===== src/rtl/ldc_pkg.sv =====
// Package for the loop damping configuration register bank.
// Assumes a single 10 MHz reference clock and an 8-bit register port.
`default_nettype none
package ldc_pkg;
    // ------------------------------------------------------------------
    // Register map
    // ------------------------------------------------------------------
    localparam logic [7:0] LDC_SECOND_DAMP_OFS = 8'h6a;
    localparam logic [7:0] LDC_FIRST_DAMP_OFS  = 8'h6b;
    localparam logic [7:0] LDC_SECOND_DAMP_RST = 8'h13;
    localparam logic [7:0] LDC_FIRST_DAMP_RST  = 8'h14;
    localparam logic [7:0] LDC_WRITE_MASK      = 8'h77;
    localparam int         LDC_DAMP_LSB        = 0;
    localparam int         LDC_GAIN_LSB        = 4;
    // ------------------------------------------------------------------
    // Bandwidth and damping encodings
    // ------------------------------------------------------------------
    typedef enum logic [1:0] {
        LDC_BW_35 = 2'h0,
        LDC_BW_70 = 2'h1,
        LDC_BW_NA = 2'h2,
        LDC_BW_18 = 2'h3
    } ldc_bw_t;
    // Damping factor index: 0=1.2 1=2.5 2=5 3=10 4=20 7=undefined.
    localparam logic [2:0] LDC_DF_1P2 = 3'h0;
    localparam logic [2:0] LDC_DF_2P5 = 3'h1;
    localparam logic [2:0] LDC_DF_5   = 3'h2;
    localparam logic [2:0] LDC_DF_10  = 3'h3;
    localparam logic [2:0] LDC_DF_20  = 3'h4;
    localparam logic [2:0] LDC_DF_BAD = 3'h7;
    // Gain peak in hundredths of a dB.
    localparam logic [5:0] LDC_PK_1P2 = 6'h28;
    localparam logic [5:0] LDC_PK_2P5 = 6'h14;
    localparam logic [5:0] LDC_PK_5   = 6'h0a;
    localparam logic [5:0] LDC_PK_10  = 6'h06;
    localparam logic [5:0] LDC_PK_20  = 6'h03;
endpackage
`default_nettype wire


===== src/rtl/ldc_damp_decode.sv =====
// Decodes one damping code against the bandwidth in effect.
// Assumes a registered code and bandwidth; purely combinational.
`default_nettype none
module ldc_damp_decode
    import ldc_pkg::*;
(
    // Inputs
    input  wire logic [2:0] code_i,
    input  wire ldc_bw_t    bw_i,
    // Outputs
    output logic [2:0]      factor_o,
    output logic [5:0]      peak_o
);
    always_comb begin
        unique case (code_i)
            3'h1: factor_o = LDC_DF_1P2;
            3'h2: factor_o = LDC_DF_2P5;
            3'h3: factor_o = LDC_DF_5;
            3'h4: factor_o = (bw_i == LDC_BW_18) ? LDC_DF_5 : LDC_DF_10;
            3'h5: begin
                if (bw_i == LDC_BW_18) begin
                    factor_o = LDC_DF_5;
                end else if (bw_i == LDC_BW_70) begin
                    factor_o = LDC_DF_20;
                end else begin
                    factor_o = LDC_DF_10;
                end
            end
            // Undefined codes are flagged rather than guessed at.
            default: factor_o = LDC_DF_BAD;
        endcase
        unique case (factor_o)
            LDC_DF_1P2: peak_o = LDC_PK_1P2;
            LDC_DF_2P5: peak_o = LDC_PK_2P5;
            LDC_DF_5:   peak_o = LDC_PK_5;
            LDC_DF_10:  peak_o = LDC_PK_10;
            LDC_DF_20:  peak_o = LDC_PK_20;
            default:    peak_o = 6'h00;
        endcase
    end
endmodule
`default_nettype wire


===== src/rtl/ldc_regs.sv =====
// Damping configuration registers for two phase-locked loops.
// Assumes a host port already decoded to address, data and write strobes
// on the 10 MHz reference clock; bandwidth and gain enable come from
// neighbouring registers on the same clock.
// Undefined damping codes are stored as written; their decoded factor
// reads as undefined and the peak as zero, so a bad write stays visible.
`default_nettype none
module ldc_regs
    import ldc_pkg::*;
(
    // Clock and reset
    input  wire logic       ref_clk_i,
    input  wire logic       rst_i,

    // Register port requests
    input  wire logic [7:0] addr_i,
    input  wire logic [7:0] wdata_i,
    input  wire logic       wr_i,
    input  wire logic       rd_i,

    // Register port answers
    output logic      [7:0] rdata_o,
    output logic            rvalid_o,

    // Loop context
    input  wire ldc_bw_t    first_bw_i,
    input  wire ldc_bw_t    second_bw_i,
    input  wire logic       gain_sel_en_i,

    // Second loop fields
    output logic      [2:0] second_loop_damping_select_o,
    output logic      [2:0] second_loop_detector_analog_gain_o,

    // First loop fields
    output logic      [2:0] first_loop_damping_select_o,
    output logic      [2:0] first_loop_detector_lowfreq_analog_gain_o,
    output logic            first_lowfreq_gain_valid_o,

    // Decoded loop settings
    output logic      [2:0] second_factor_o,
    output logic      [5:0] second_peak_o,
    output logic      [2:0] first_factor_o,
    output logic      [5:0] first_peak_o
);

    // ------------------------------------------------------------------
    // State
    // ------------------------------------------------------------------
    // Both damping registers share one layout: bits 2:0 damping code,
    // bits 6:4 that loop's detector analog gain, bits 7 and 3 unused.
    typedef struct packed {
        logic [7:0] second;
        logic [7:0] first;

        logic [7:0] rdata;
        logic       rvalid;
        logic       lf_valid;

        logic [2:0] f2;
        logic [5:0] p2;
        logic [2:0] f1;
        logic [5:0] p1;
    } ldc_state_t;

    // Reset image: both registers at their power-on values, the read
    // path idle and the decoded settings cleared until the first edge.
    localparam ldc_state_t LDC_STATE_RST = '{
        second:   LDC_SECOND_DAMP_RST,
        first:    LDC_FIRST_DAMP_RST,

        rdata:    8'h00,
        rvalid:   1'b0,
        lf_valid: 1'b0,

        f2:       3'h0,
        p2:       6'h00,
        f1:       3'h0,
        p1:       6'h00
    };

    ldc_state_t s_q;
    ldc_state_t s_d;

    // ------------------------------------------------------------------
    // Address decode
    // ------------------------------------------------------------------
    logic       hit_second_w;
    logic       hit_first_w;

    logic       wr_second_w;
    logic       wr_first_w;
    logic       rd_second_w;
    logic       rd_first_w;

    logic [7:0] wdata_masked_w;
    logic [7:0] rd_word_w;

    assign hit_second_w = (addr_i == LDC_SECOND_DAMP_OFS);
    assign hit_first_w  = (addr_i == LDC_FIRST_DAMP_OFS);
    assign wr_second_w  = wr_i && hit_second_w;
    assign wr_first_w   = wr_i && hit_first_w;
    assign rd_second_w  = rd_i && hit_second_w;
    assign rd_first_w   = rd_i && hit_first_w;

    // Bits 7 and 3 are unused: they are dropped on the way in, so they
    // always read back as zero whatever the host wrote.
    assign wdata_masked_w = wdata_i & LDC_WRITE_MASK;

    // Unmapped addresses read as zero, so a stray read never shows
    // anything but the two damping registers.
    assign rd_word_w = rd_second_w ? s_q.second :
                       rd_first_w  ? s_q.first  :
                                     8'h00;

    // ------------------------------------------------------------------
    // Field view
    // ------------------------------------------------------------------
    logic [2:0] second_code_w;
    logic [2:0] second_gain_w;

    logic [2:0] first_code_w;
    logic [2:0] first_gain_w;

    // The gain fields are passed on unqualified; a separate valid flag
    // tells the first loop whether to use its low-frequency gain, so
    // enabling gain selection later needs no rewrite of this register.
    assign second_code_w = s_q.second[LDC_DAMP_LSB +: 3];
    assign second_gain_w = s_q.second[LDC_GAIN_LSB +: 3];

    assign first_code_w  = s_q.first[LDC_DAMP_LSB +: 3];
    assign first_gain_w  = s_q.first[LDC_GAIN_LSB +: 3];

    // ------------------------------------------------------------------
    // Damping decode
    // ------------------------------------------------------------------
    // The decoded factor and peak are registered again, so they trail a
    // write by two cycles; in return every output leaves a flip-flop.
    logic [2:0] f2_w;
    logic [5:0] p2_w;
    logic [2:0] f1_w;
    logic [5:0] p1_w;

    ldc_damp_decode u_dec2 (
        .code_i   (second_code_w),
        .bw_i     (second_bw_i),
        .factor_o (f2_w),
        .peak_o   (p2_w)
    );

    ldc_damp_decode u_dec1 (
        .code_i   (first_code_w),
        .bw_i     (first_bw_i),
        .factor_o (f1_w),
        .peak_o   (p1_w)
    );

    // ------------------------------------------------------------------
    // Next state
    // ------------------------------------------------------------------
    always_comb begin
        s_d = s_q;

        if (wr_second_w) begin
            s_d.second = wdata_masked_w;
        end

        if (wr_first_w) begin
            s_d.first = wdata_masked_w;
        end

        // A read in the same cycle as a write returns the old value.
        s_d.rvalid = rd_i;
        if (rd_i) begin
            s_d.rdata = rd_word_w;
        end

        // The low-frequency gain is only honoured with selection enabled.
        s_d.lf_valid = gain_sel_en_i;

        s_d.f2 = f2_w;
        s_d.p2 = p2_w;
        s_d.f1 = f1_w;
        s_d.p1 = p1_w;
    end

    // ------------------------------------------------------------------
    // State register
    // ------------------------------------------------------------------
    always_ff @(posedge ref_clk_i or posedge rst_i) begin
        if (rst_i) begin
            s_q <= LDC_STATE_RST;
        end else begin
            s_q <= s_d;
        end
    end

    // ------------------------------------------------------------------
    // Outputs
    // ------------------------------------------------------------------
    assign rdata_o  = s_q.rdata;
    assign rvalid_o = s_q.rvalid;

    assign second_loop_damping_select_o       = second_code_w;
    assign second_loop_detector_analog_gain_o = second_gain_w;

    assign first_loop_damping_select_o        = first_code_w;
    assign first_loop_detector_lowfreq_analog_gain_o = first_gain_w;
    assign first_lowfreq_gain_valid_o = s_q.lf_valid;

    assign second_factor_o = s_q.f2;
    assign second_peak_o   = s_q.p2;
    assign first_factor_o  = s_q.f1;
    assign first_peak_o    = s_q.p1;
endmodule
`default_nettype wire


===== config.mk =====
export PLATFORM = sky130hd
export DESIGN_NAME = ldc_regs
export DESIGN_NICKNAME = d
export VERILOG_FILES = /design/src/rtl/ldc_pkg.sv /design/src/rtl/ldc_damp_decode.sv /design/src/rtl/ldc_regs.sv
export SDC_FILE = /design/constraint.sdc
export NUM_CORES = 1
export LEC_CHECK = 0
export BUFFER_PORTS_ARGS = -buffer_cell sky130_fd_sc_hd__buf_2
export CAP_MARGIN = 15
export CORE_MARGIN = 2
export CORE_UTILIZATION = 42
export CTS_CLUSTER_SIZE = 25
export DETAILED_ROUTE_END_ITERATION = 8
export GPL_TIMING_DRIVEN = 1
export PLACE_DENSITY = 0.74
export SKIP_CTS_REPAIR_TIMING = 1
export SYNTH_ARGS = -nofsm -noshare
export SYNTH_HDL_FRONTEND = slang
export SYNTH_SLANG_ARGS = --single-unit

===== constraint.sdc =====
create_clock -name ref_clk_i -period 1.2 [get_ports ref_clk_i]
set_input_delay 0.06 -clock ref_clk_i [delete_from_list [all_inputs] [get_ports ref_clk_i]]
set_output_delay 0.06 -clock ref_clk_i [all_outputs]
set_load 0.01 [all_outputs]

Word-level counts from Yosys, hierarchy flattened
Cells that the tools add are included.

cells by class
  eq/ne operators = 24
  muxes and demuxes = 12
  reductions and logical operators = 6

operators by type and width
  kind                count
  $pmux 6 s5          2
  $pmux 3 s5          2
  $eq 3x2->1 const B  8
  $eq 3x3->1 const B  6
  $eq 8x7->1 const B  2
  $mux 7              2
  $eq 3x1->1 const B  4
  $mux 3              4
  $logic_not 3->1     2
  $eq 2x1->1 const B  2
  $eq 2x2->1 const B  2
  $logic_and 1x1->1   4
  $mux 1              2

storage, ports and cells
  bits in registers = 40
  input port bits = 25
  output and inout port bits = 40
  logic and storage cells = 51

Depth between registers and ports, before layout
Gate-level depths: netlist of the first run.

  word-level depth = 6
  depth in mapped cells = 4
  gate-level depth less buffers = 3

Modules after synthesis
A second synthesis of the first run with hierarchy kept.

second synthesis, totals
  cell total of the unflattened synthesis = 129
  area, all modules = 1612.8 um2

modules (own cells, without submodules)
  module           instances  cells each  area an instance (um2)  seq. area each (um2)
  ldc_regs         1          85          1347.5                  957.2
  ldc_damp_decode  2          22          132.6                   0.0

Worst setup path after synthesis of the first run
OpenSTA, ideal clock, no wires.

  path kind = register -> register
  start point = reg s_q (netlist bit second_loop_damping_select_o[0])
  end point = reg s_q (netlist bit second_peak_o[3])
  arrival time = 1175 ps
  path slack = -103 ps
  cell stages (with the launch flop) = 5
  buffers on the path = 1
  clock period less this slack = 1303 ps
  cells stage by stage = dfstp_2 > clkbuf_1 > and3b_1 > o21ai_0 > nor3b_1

between the ends
  longest elaborated chain between the ends = 4

RTL lines
  what                                line                   text
  start: declaration                  ldc_regs.sv:81         ldc_state_t s_q;
  start signal: assignment            ldc_regs.sv:191        s_q <= LDC_STATE_RST;
  start signal: assignment            ldc_regs.sv:193        s_q <= s_d;
  $eq 3x3->1 (tied with other cells)  ldc_damp_decode.sv:15  unique case (code_i)
  $pmux 3 s5 (*)                      ldc_damp_decode.sv:15
  $eq 3x3->1 (tied with other cells)  ldc_damp_decode.sv:32  unique case (factor_o)
  $pmux 6 s5 (*)                      ldc_damp_decode.sv:32
  net p2_w[3]                         ldc_regs.sv:139        logic [5:0] p2_w;

The timed path passes the listed nets; every way through them passes the cells marked *.
A chain may end at the register's enable or synchronous reset.

Worst setup path in the final report of the first run
  start point = reg s_q (netlist bit first_loop_damping_select_o[2])
  end point = reg s_q (netlist bit first_peak_o[2])

between the ends
  longest elaborated chain between the ends = 4

RTL lines
  what                                line                   text
  $eq 3x3->1 (tied with other cells)  ldc_damp_decode.sv:15
  $pmux 3 s5 (*)                      ldc_damp_decode.sv:15
  $eq 3x3->1 (tied with other cells)  ldc_damp_decode.sv:32
  $pmux 6 s5 (*)                      ldc_damp_decode.sv:32
  net p1_w[2]                         ldc_regs.sv:141        logic [5:0] p1_w;

Marked as above.

==> results.json, run 1 <==
{
  "maxCapViolCount": 0,
  "grt_max_degree": 20,
  "placed_area_sq_um": 1973,
  "setup_viol_count_final": 0,
  "fin_crit_sh": 0.9728,
  "syn_inst": 127,
  "fp.coreArea_sq_um": 3633,
  "dp.final_hpwl_um": 2536,
  "synth-edff-count": 0,
  "nets": 228,
  "p_leak_uw": 0.001157,
  "crit_arrival_ps": 1330,
  "endpoint_kind": "flop",
  "clockRootBuffer": "clkbuf_8",
  "avgSynthCellArea_sq_um": 12.46,
  "vdd_drop_max_v": 0.0005468,
  "ios": 65,
  "grt_pass1_vias": 1206,
  "numCtsBuffers": 5,
  "viasPerCell": 4.913,
  "wirelength_um": 3475,
  "antenna_left": 0,
  "drtIter0Drc": 75,
  "clockBufferDepth": 2,
  "synthArstFlopShare": 1.000,
  "antenna_found_initial": 0,
  "firstDrtPassIters": 4,
  "synth_top_area_share": 0.5217,
  "ys.warnings.count": 0,
  "synth_flop_cell": "dfrtp_1",
  "h-tree-depth": 2,
  "critPathSlowestCell": "dfstp_2",
  "tritoncts": "built",
  "hp-class": "in -> reg",
  "grt_pass1_wl_um": 5464,
  "rows": 22,
  "fin_skew_ps": 2.523,
  "gp_congestion": 0.8194,
  "io_buffers": 60,
  "synthToLayoutAreaGrowth_pct": 38.74,
  "drv_slew": 0,
  "dr_total_vias": 1238,
  "clock_sinks": 38,
  "layout.cells.non_filler": 252,
  "synth_cell_types": 28,
  "clkSlewWorstSetupHoldPaths_ps": 70,
  "p_per_area_nw_per_um2": 1248,
  "grt_overflow_total": 0,
  "timing_worst_setup_path_type": "reg -> reg",
  "synth_area_leaders": "dfrtp_1 52%, mux2_2 13%, dfstp_2 8.3%",
  "yosys.area.top_type": "dfrtp_1",
  "grt_usage": 0.1708,
  "start_kind": "flop",
  "start_util": 0.4356,
  "max_stage_delay_ps": 630,
  "insertedDiodeCount": 0,
  "path_cells": "nand2b_4 -> o21a_1 -> o22ai_1",
  "worstSkewPairLatency_ps": 290,
  "final_hold_viol_count": 0,
  "crit_family": "flip-flops",
  "required_ps": 1370,
  "layout-drive-gt1-share": 0.5735,
  "synth.most_common_cell": "dfrtp_1",
  "wl_per_cell_um": 13.79,
  "synth_commonest_cells": "33 x dfrtp_1, 18 x mux2_2, 11 x inv_1",
  "die_h_um": 65.39,
  "ys_ff_latch": 38,
  "status": "finished clean",
  "stdcell_area_sq_um": 2196,
  "drc": 0,
  "yosysSeqAreaShare": 0.6047,
  "critPathBufInv": 0,
  "final.setup.tns_ps": 0,
  "fmax_ghz": 0.8566,
  "min_period_ps": 1167,
  "synth.cell_area_sq_um": 1583,
  "critPathMaxFanout": 8,
  "place_inst": 237,
  "fp.dieW_um": 65.39,
  "dieArea_sq_um": 4276
}
stage by stage:
step	power [uW]	hold WS, ps	util	setup WS [ps]
floorplan	1575	91.43	-	-15.47
finish	2741	12.90	0.6043	32.61
CTS	2726	-190.3	0.5733	-21.26
global route	2879	9.493	0.6043	-7.798
detailed placement	1725	114.2	0.5430	12.03
global placement	1708	112.8	0.5430	55.47
final timing paths:
kind                       cells past startpoint  slack [ps]                                       start                                                 to
setup / recovery                               3          30  first_loop_damping_select_o[2]$_DFFE_PP1P_                          first_peak_o[2]$_DFF_PP0_
hold / removal                                 1          10                                        rd_i                                 rvalid_o$_DFF_PP0_
setup reg to reg                               3          30  first_loop_damping_select_o[2]$_DFFE_PP1P_                          first_peak_o[2]$_DFF_PP0_
hold reg to reg                                2         530                      rdata_o[2]$_DFFE_PP0P_                             rdata_o[2]$_DFFE_PP0P_
max in group asynchronous                      4         580                                       rst_i  second_loop_detector_analog_gain_o[0]$_DFFE_PP1P_
min in group asynchronous                      4         350                                       rst_i                          first_peak_o[1]$_DFF_PP0_
power by group:
group | leakage (uW) | switching, uW | total [uW] | internal [uW]
registers | 0.000474 | 34.3 | 1380 | 1350
logic | 0.000625 | 180 | 352 | 172
clock network | 0.0000575 | 426 | 1010 | 580
total | 0.00116 | 640 | 2740 | 2100
cells by family (layout without fill, tap and decap cells):
group	count (synthesis)	count (layout)	synth area share
flops	38	38	0.6047
mux	18	18	0.1281
other cells	1	2	0.002369
buf+inv	18	94	0.04980
simple gates	31	31	0.1328
compound gates	21	21	0.08222
state kept, by name, indices dropped and copies added, names as in the netlist:
name and flops:
second_loop_detector_analog_gain_o 3, second_peak_o 6, first_peak_o 6, first_loop_damping_select_o 3, first_loop_detector_lowfreq_analog_gain_o 3, second_loop_damping_select_o 3, first_lowfreq_gain_valid_o 1, second_factor_o 3
first_factor_o 3, rdata_o 6, rvalid_o 1
worst reg2reg max path: stages (launching register included):
cell and delay, ps:
dfstp_2 630, nand2b_4 170, o21a_1 150, o22ai_1 90
area by class of cell:
cell class | instances | area [sq um]
fill | 330 | 1438
sequential | 38 | 959.7
clock buffer | 8 | 110.1
tap | 48 | 60.06
inverter | 11 | 41.29
timing repair buffer | 75 | 437.9
multi-input combinational | 72 | 586.8
layout by cell type (no fill, tap or decap), drive strengths merged:
cell         synthesis  routed
a31o                 1       1
o221ai               1       1
nor3b                1       1
nand4                1       1
or3b                 1       1
nor3                 4       4
nand2b               6       6
o21a                 1       1
buf                  5      73
nand4b               1       1
inv                 11      11
a21o                 1       1
o31ai                1       1
dfrtp               33      33
dlygate4sd3          0       2
nor2                 3       3
o22ai                8       8
o21ai                5       5
mux2                18      18
and3b                2       2
conb                 1       2
clkbuf               2       8
dfstp                5       5
and4bb               1       1
nor2b                1       1
nand2                8       8
nand3                2       2
a21oi                3       3
layer usage:
metal  part of all wire  track usage  up-vias
li1                   -            -      585
met1               0.41       0.2131      592
met2               0.50       0.2742       51
met3              0.070      0.05479       10
met4              0.021      0.07031        0
met5                  0            0        -
Power figures use the tool's default switching activity.
==> run 2, diff against run 1 <==
ABC_AREA = 1   (was unset)
CORE_UTILIZATION = 43   (was 42)
PLACE_DENSITY = 0.75   (was 0.74)
==> run 2 against run 1 <==
  * Clock power decreased by 22%
  * First-iteration DRC count unchanged
  * Final cell count increased by 15%
  * Global-route usage decreased by 0.78 points
  * Highest routed layer unchanged
  * Worst hold slack improved by 3.5 ps
  * Sequential power about the same
  * Combinational power about the same
  * Utilization decreased by 1.2 points
  * Count of clock-buffer cells in the layout decreased by 1
  * Non-clock buffer count decreased by 3
==> results.json, run 2 <==
{
  "antenna_found_initial": 0,
  "drtIter0Drc": 75,
  "fin_crit_sh": 0.9762,
  "drc": 0,
  "start_util": 0.4532,
  "synthArstFlopShare": 1.000,
  "fp.coreArea_sq_um": 3716,
  "synth.most_common_cell": "dfrtp_1",
  "clock_sinks": 38,
  "min_period_ps": 1171,
  "grt_overflow_total": 0,
  "setup_viol_count_final": 0,
  "required_ps": 1140,
  "dp.final_hpwl_um": 2450,
  "vdd_drop_max_v": 0.0006570,
  "synth_top_area_share": 0.4903,
  "final_common_cell": "buf_2",
  "drv_slew": 0,
  "layout.cells.non_filler": 291,
  "viasPerCell": 4.704,
  "firstDrtPassIters": 4,
  "maxCapViolCount": 0,
  "synth_area_leaders": "dfrtp_1 49%, dfstp_2 7.8%, o21ai_2 6.2%",
  "dr_total_vias": 1369,
  "crit_arrival_ps": 1110,
  "place_inst": 280,
  "mostFrequentLayoutCells": "59 x buf_2, 33 x dfrtp_1, 24 x nand2_1, 22 x inv_1, 16 x nand3_1",
  "worstSkewPairLatency_ps": 280,
  "synth_flop_cell": "dfrtp_1",
  "avgSynthCellArea_sq_um": 9.907,
  "final_core_util": 0.5923,
  "final_hold_viol_count": 0,
  "synth-edff-count": 0,
  "yosysSeqAreaShare": 0.5684,
  "fp.dieW_um": 66.58,
  "synth.cell_area_sq_um": 1684,
  "wirelength_um": 3225,
  "start_kind": "flop",
  "timing_worst_setup_path_type": "reg -> out",
  "wl_per_cell_um": 11.08,
  "layout-drive-gt1-share": 0.4733,
  "rsz0062_at_grt": "true",
  "antenna_left": 0,
  "dieArea_sq_um": 4433,
  "p_leak_uw": 0.001203,
  "synthToLayoutAreaGrowth_pct": 30.68,
  "io_buffers": 60,
  "clockRootBuffer": "clkbuf_8",
  "p_per_area_nw_per_um2": 1149,
  "rows": 22,
  "yosys.area.top_type": "dfrtp_1",
  "holdWs_ps": 16.42,
  "ios": 65,
  "endpoint_kind": "output pin",
  "numCtsBuffers": 5,
  "hp-class": "in -> reg",
  "clkSlewWorstSetupHoldPaths_ps": 70,
  "die_h_um": 66.58,
  "fmax_ghz": 0.8537,
  "grt_usage": 0.1630,
  "critPathMaxFanout": 5,
  "status": "finished clean",
  "synth_cell_types": 25,
  "grt_max_degree": 39,
  "tritoncts": "built",
  "ys_ff_latch": 38,
  "gp_congestion": 0.8511,
  "hold_start": "rd_i",
  "clockBufferDepth": 2,
  "fillers": 314,
  "grt_pass1_vias": 1282,
  "crit_start": "second_loop_damping_select_o[0]$_DFFE_PP1P_",
  "grt_pass1_wl_um": 5340,
  "synth_commonest_cells": "33 x dfrtp_1, 27 x nand2_1, 24 x inv_1",
  "fin_skew_ps": 5.238,
  "r2r_start": "first_loop_damping_select_o[2]$_DFFE_PP1P_",
  "insertedDiodeCount": 0,
  "syn_inst": 170,
  "ys.warnings.count": 0,
  "nets": 268,
  "h-tree-depth": 2
}
-- run 2: changes by cell type after synthesis, sizes merged, moves of 6 or more --
cell,delta
mux2,-18
o22ai,-8
nand4,+13
o21ai,+10
inv,+15
nand3,+16
nor2,+10
nand2,+26
nand2b,-6
-- run 2: path summary, 6_finish.rpt --
kind | to | slack (ps) | cells after the start
setup / recovery | second_loop_damping_select_o[0] | 30 | 2
hold / removal | rvalid_o$_DFF_PP0_ | 20 | 1
setup reg to reg | first_peak_o[3]$_DFF_PP0_ | 60 | 7
hold reg to reg | second_loop_detector_analog_gain_o[0]$_DFFE_PP1P_ | 500 | 2
max in group asynchronous | second_loop_damping_select_o[1]$_DFFE_PP1P_ | 590 | 4
min in group asynchronous | first_peak_o[3]$_DFF_PP0_ | 360 | 4
-- run 2: through the flow --
step	power (uW)	worst slack (ps)	instance area (sq um)	TNS, ps
finish	2528	28.57	2201	0
global route	2660	-26.41	2201	-35.82
CTS	2533	-2.567	2143	-2.567
detailed placement	1746	25.90	2067	0
global placement	1740	58.91	2067	0
floorplan	1595	41.68	1688	0
-- run 2: per-layer routing --
| layer | global-route usage | routed length, um |
|---|---|---|
| met5 | 0 | 0 |
| met4 | 0.06633 | 31 |
| met3 | 0.05574 | 169 |
| met2 | 0.2863 | 1660 |
| met1 | 0.1788 | 1363 |
-- run 2: area by class of cell --
class                   instances  area [sq um]  share of cell area
flip-flops and latches         38         957.2              0.4349
multi-input cells             100         591.8              0.2689
repair buffers                 72         417.9              0.1899
inverters                      26         97.59             0.04434
clock buffers                   7         76.32             0.03468
well taps                      48         60.06             0.02729
-- run 2: logic make-up after synthesis --
logic type,after synthesis,share of synthesized area
AOI/OAI and AO/OA,18,0.08692
other,1,0.002227
buffers and inverters,33,0.08989
and+or+nand+nor,80,0.2526
DFF,38,0.5684
-- run 2: power by group --
part	internal, uW	switching (uW)	total [uW]
sequential	1350	35.6	1390
clock	399	391	790
combinational	147	206	352
total	1900	632	2530
-- run 2: worst max-delay path: stages (launching register included) --
cell and delay, ps:
dfstp_2 600, buf_6 130, buf_6 90
==> run 3, diff against run 2 <==
ABC_AREA = 0   (was 1)
CORE_UTILIZATION = 42   (was 43)
PLACE_DENSITY = 0.74   (was 0.75)
TNS_END_PERCENT = 1   (was unset)
==> run 3 against run 2 <==
  * Fmax up 1.6%
  * Sequential share of layout area up 0.79 points
  * Critical endpoint is now first_factor_o[0]$_DFF_PP0_
  * Non-clock buffer count unchanged
  * Critical path type is now reg -> reg
  * Clock power up 28%
  * Global-route usage up 0.78 points
  * Die area down 3.5%
  * Via count down 10%
  * Largest cell class unchanged
  * Register-to-register slack about the same
  * Utilization up 0.42 points
==> results.json, run 3 (same netlist as run 1, synthesis figures left out) <==
{
  "status": "finished clean",
  "final_common_cell": "buf_2",
  "hold_start": "rd_i",
  "hp-class": "in -> reg",
  "critPathBufInv": 0,
  "max_stage_delay_ps": 630,
  "critPathMaxFanout": 8,
  "wirelength_um": 3438,
  "setup_viol_count_final": 0,
  "layout-drive-gt1-share": 0.5622,
  "p_per_area_nw_per_um2": 1260,
  "fmax_ghz": 0.8671,
  "clockBufferDepth": 2,
  "fp.coreArea_sq_um": 3633,
  "viasPerCell": 4.936,
  "busiest_layer": "met2",
  "endpoint_kind": "flop",
  "start_util": 0.4356,
  "r2r_start": "first_loop_damping_select_o[2]$_DFFE_PP1P_",
  "met3_usage": 0.05479,
  "use_met1": 0.2131,
  "required_ps": 1360,
  "dp.final_hpwl_um": 2536,
  "synthToLayoutAreaGrowth_pct": 36.92,
  "power.total_uw": 2730,
  "dieArea_sq_um": 4276,
  "timing_worst_setup_path_type": "reg -> reg",
  "antenna_found_initial": 0,
  "wl_per_cell_um": 13.81,
  "nets": 225,
  "mostFrequentLayoutCells": "58 x buf_2, 31 x dfrtp_1, 18 x mux2_2, 11 x inv_1",
  "fin_crit_sh": 0.9611,
  "use_met2": 0.2742,
  "p_leak_uw": 0.001140,
  "start_kind": "flop",
  "h-tree-depth": 2,
  "die_h_um": 65.39,
  "drtIter0Drc": 67,
  "io_buffers": 60,
  "drv_slew": 0,
  "antenna_left": 0,
  "grt_pass1_vias": 1206,
  "final_hold_viol_count": 0,
  "grt_usage": 0.1708,
  "crit_family": "flip-flops",
  "path_cells": "nand2b_4 -> o21a_1 -> o221ai_1",
  "firstDrtPassIters": 4,
  "rows": 22,
  "critPathSlowestCell": "dfstp_2",
  "clock_sinks": 38,
  "fp.dieW_um": 65.39,
  "numCtsBuffers": 5,
  "crit_start": "first_loop_damping_select_o[2]$_DFFE_PP1P_",
  "dr_total_vias": 1229,
  "grt_max_degree": 20,
  "clkSlewWorstSetupHoldPaths_ps": 70,
  "maxCapViolCount": 0,
  "min_period_ps": 1153,
  "crit_arrival_ps": 1310,
  "fin_skew_ps": 2.349,
  "insertedDiodeCount": 0,
  "vdd_drop_max_v": 0.0005453,
  "grt_overflow_total": 0,
  "final_core_util": 0.5964,
  "rsz0062_at_grt": "true",
  "worstSkewPairLatency_ps": 290,
  "grt_pass1_wl_um": 5464,
  "clockRootBuffer": "clkbuf_8",
  "tritoncts": "built",
  "ios": 65,
  "gp_congestion": 0.8194,
  "drc": 0
}
[run 3: cell count changes in the layout (fill, tap and decap cells not counted), sizes merged, moves of 3 or more]
| cell | previous run | this run |
|---|---|---|
| nand2 | 34 | 8 |
| nand4 | 14 | 1 |
| o21ai | 15 | 5 |
| nor2 | 13 | 3 |
| nand2b | 0 | 6 |
| inv | 26 | 11 |
| o22ai | 0 | 8 |
| nor3 | 1 | 4 |
| mux2 | 0 | 18 |
| a21oi | 0 | 3 |
| nand3 | 18 | 2 |
[run 3: power breakdown]
group	switching [uW]	internal (uW)
combinational	176	165
sequential	34.0	1350
clock	426	580
[run 3: metrics by stage]
step / cells / worst slack, ps / TNS (ps) / cell area (sq um) / hold slack, ps
5_1_grt: 249 / -4.500 / -4.500 / 2167 / 9.493
3_5_place_dp: 237 / 12.03 / 0 / 1973 / 114.2
6_report: 249 / 46.71 / 0 / 2167 / 13.75
2_1_floorplan: 128 / -15.47 / -36.22 / 1592 / 91.43
4_1_cts: 245 / -21.26 / -24.37 / 2083 / -190.3
3_3_place_gp: 237 / 55.47 / 0 / 1973 / 112.8
[run 3: cell type report]
class                      instances  area [sq um]
inverter                          11         41.29
sequential                        38         959.7
clock buffer                       8         110.1
multi-input combinational         72         580.6
fill                             337          1466
timing repair buffer              72         415.4
tap                               48         60.06
[run 3: worst reg2reg max path: stages (launching register included)]
cell and delay, ps:
dfstp_2 630, nand2b_4 170, o21a_1 140, o221ai_1 100
[run 3: final timing paths]
| check | cells after the start | slack [ps] | end |
|---|---|---|---|
| max in group asynchronous | 4 | 580 | second_loop_damping_select_o[1]$_DFFE_PP1P_ |
| worst min-delay path | 1 | 10 | rvalid_o$_DFF_PP0_ |
| min in group asynchronous | 4 | 360 | first_peak_o[1]$_DFF_PP0_ |
| worst max-delay path | 3 | 50 | first_factor_o[0]$_DFF_PP0_ |
| worst min register to register | 2 | 530 | rdata_o[2]$_DFFE_PP0P_ |
| worst max register to register | 3 | 50 | first_factor_o[0]$_DFF_PP0_ |
[run 3: routing by layer]
| metal | up-vias | routed length (um) |
|---|---|---|
| li1 | 581 | - |
| met1 | 591 | 1421 |
| met2 | 49 | 1720 |
| met3 | 8 | 231 |
| met4 | 0 | 65 |
| met5 | - | 0 |
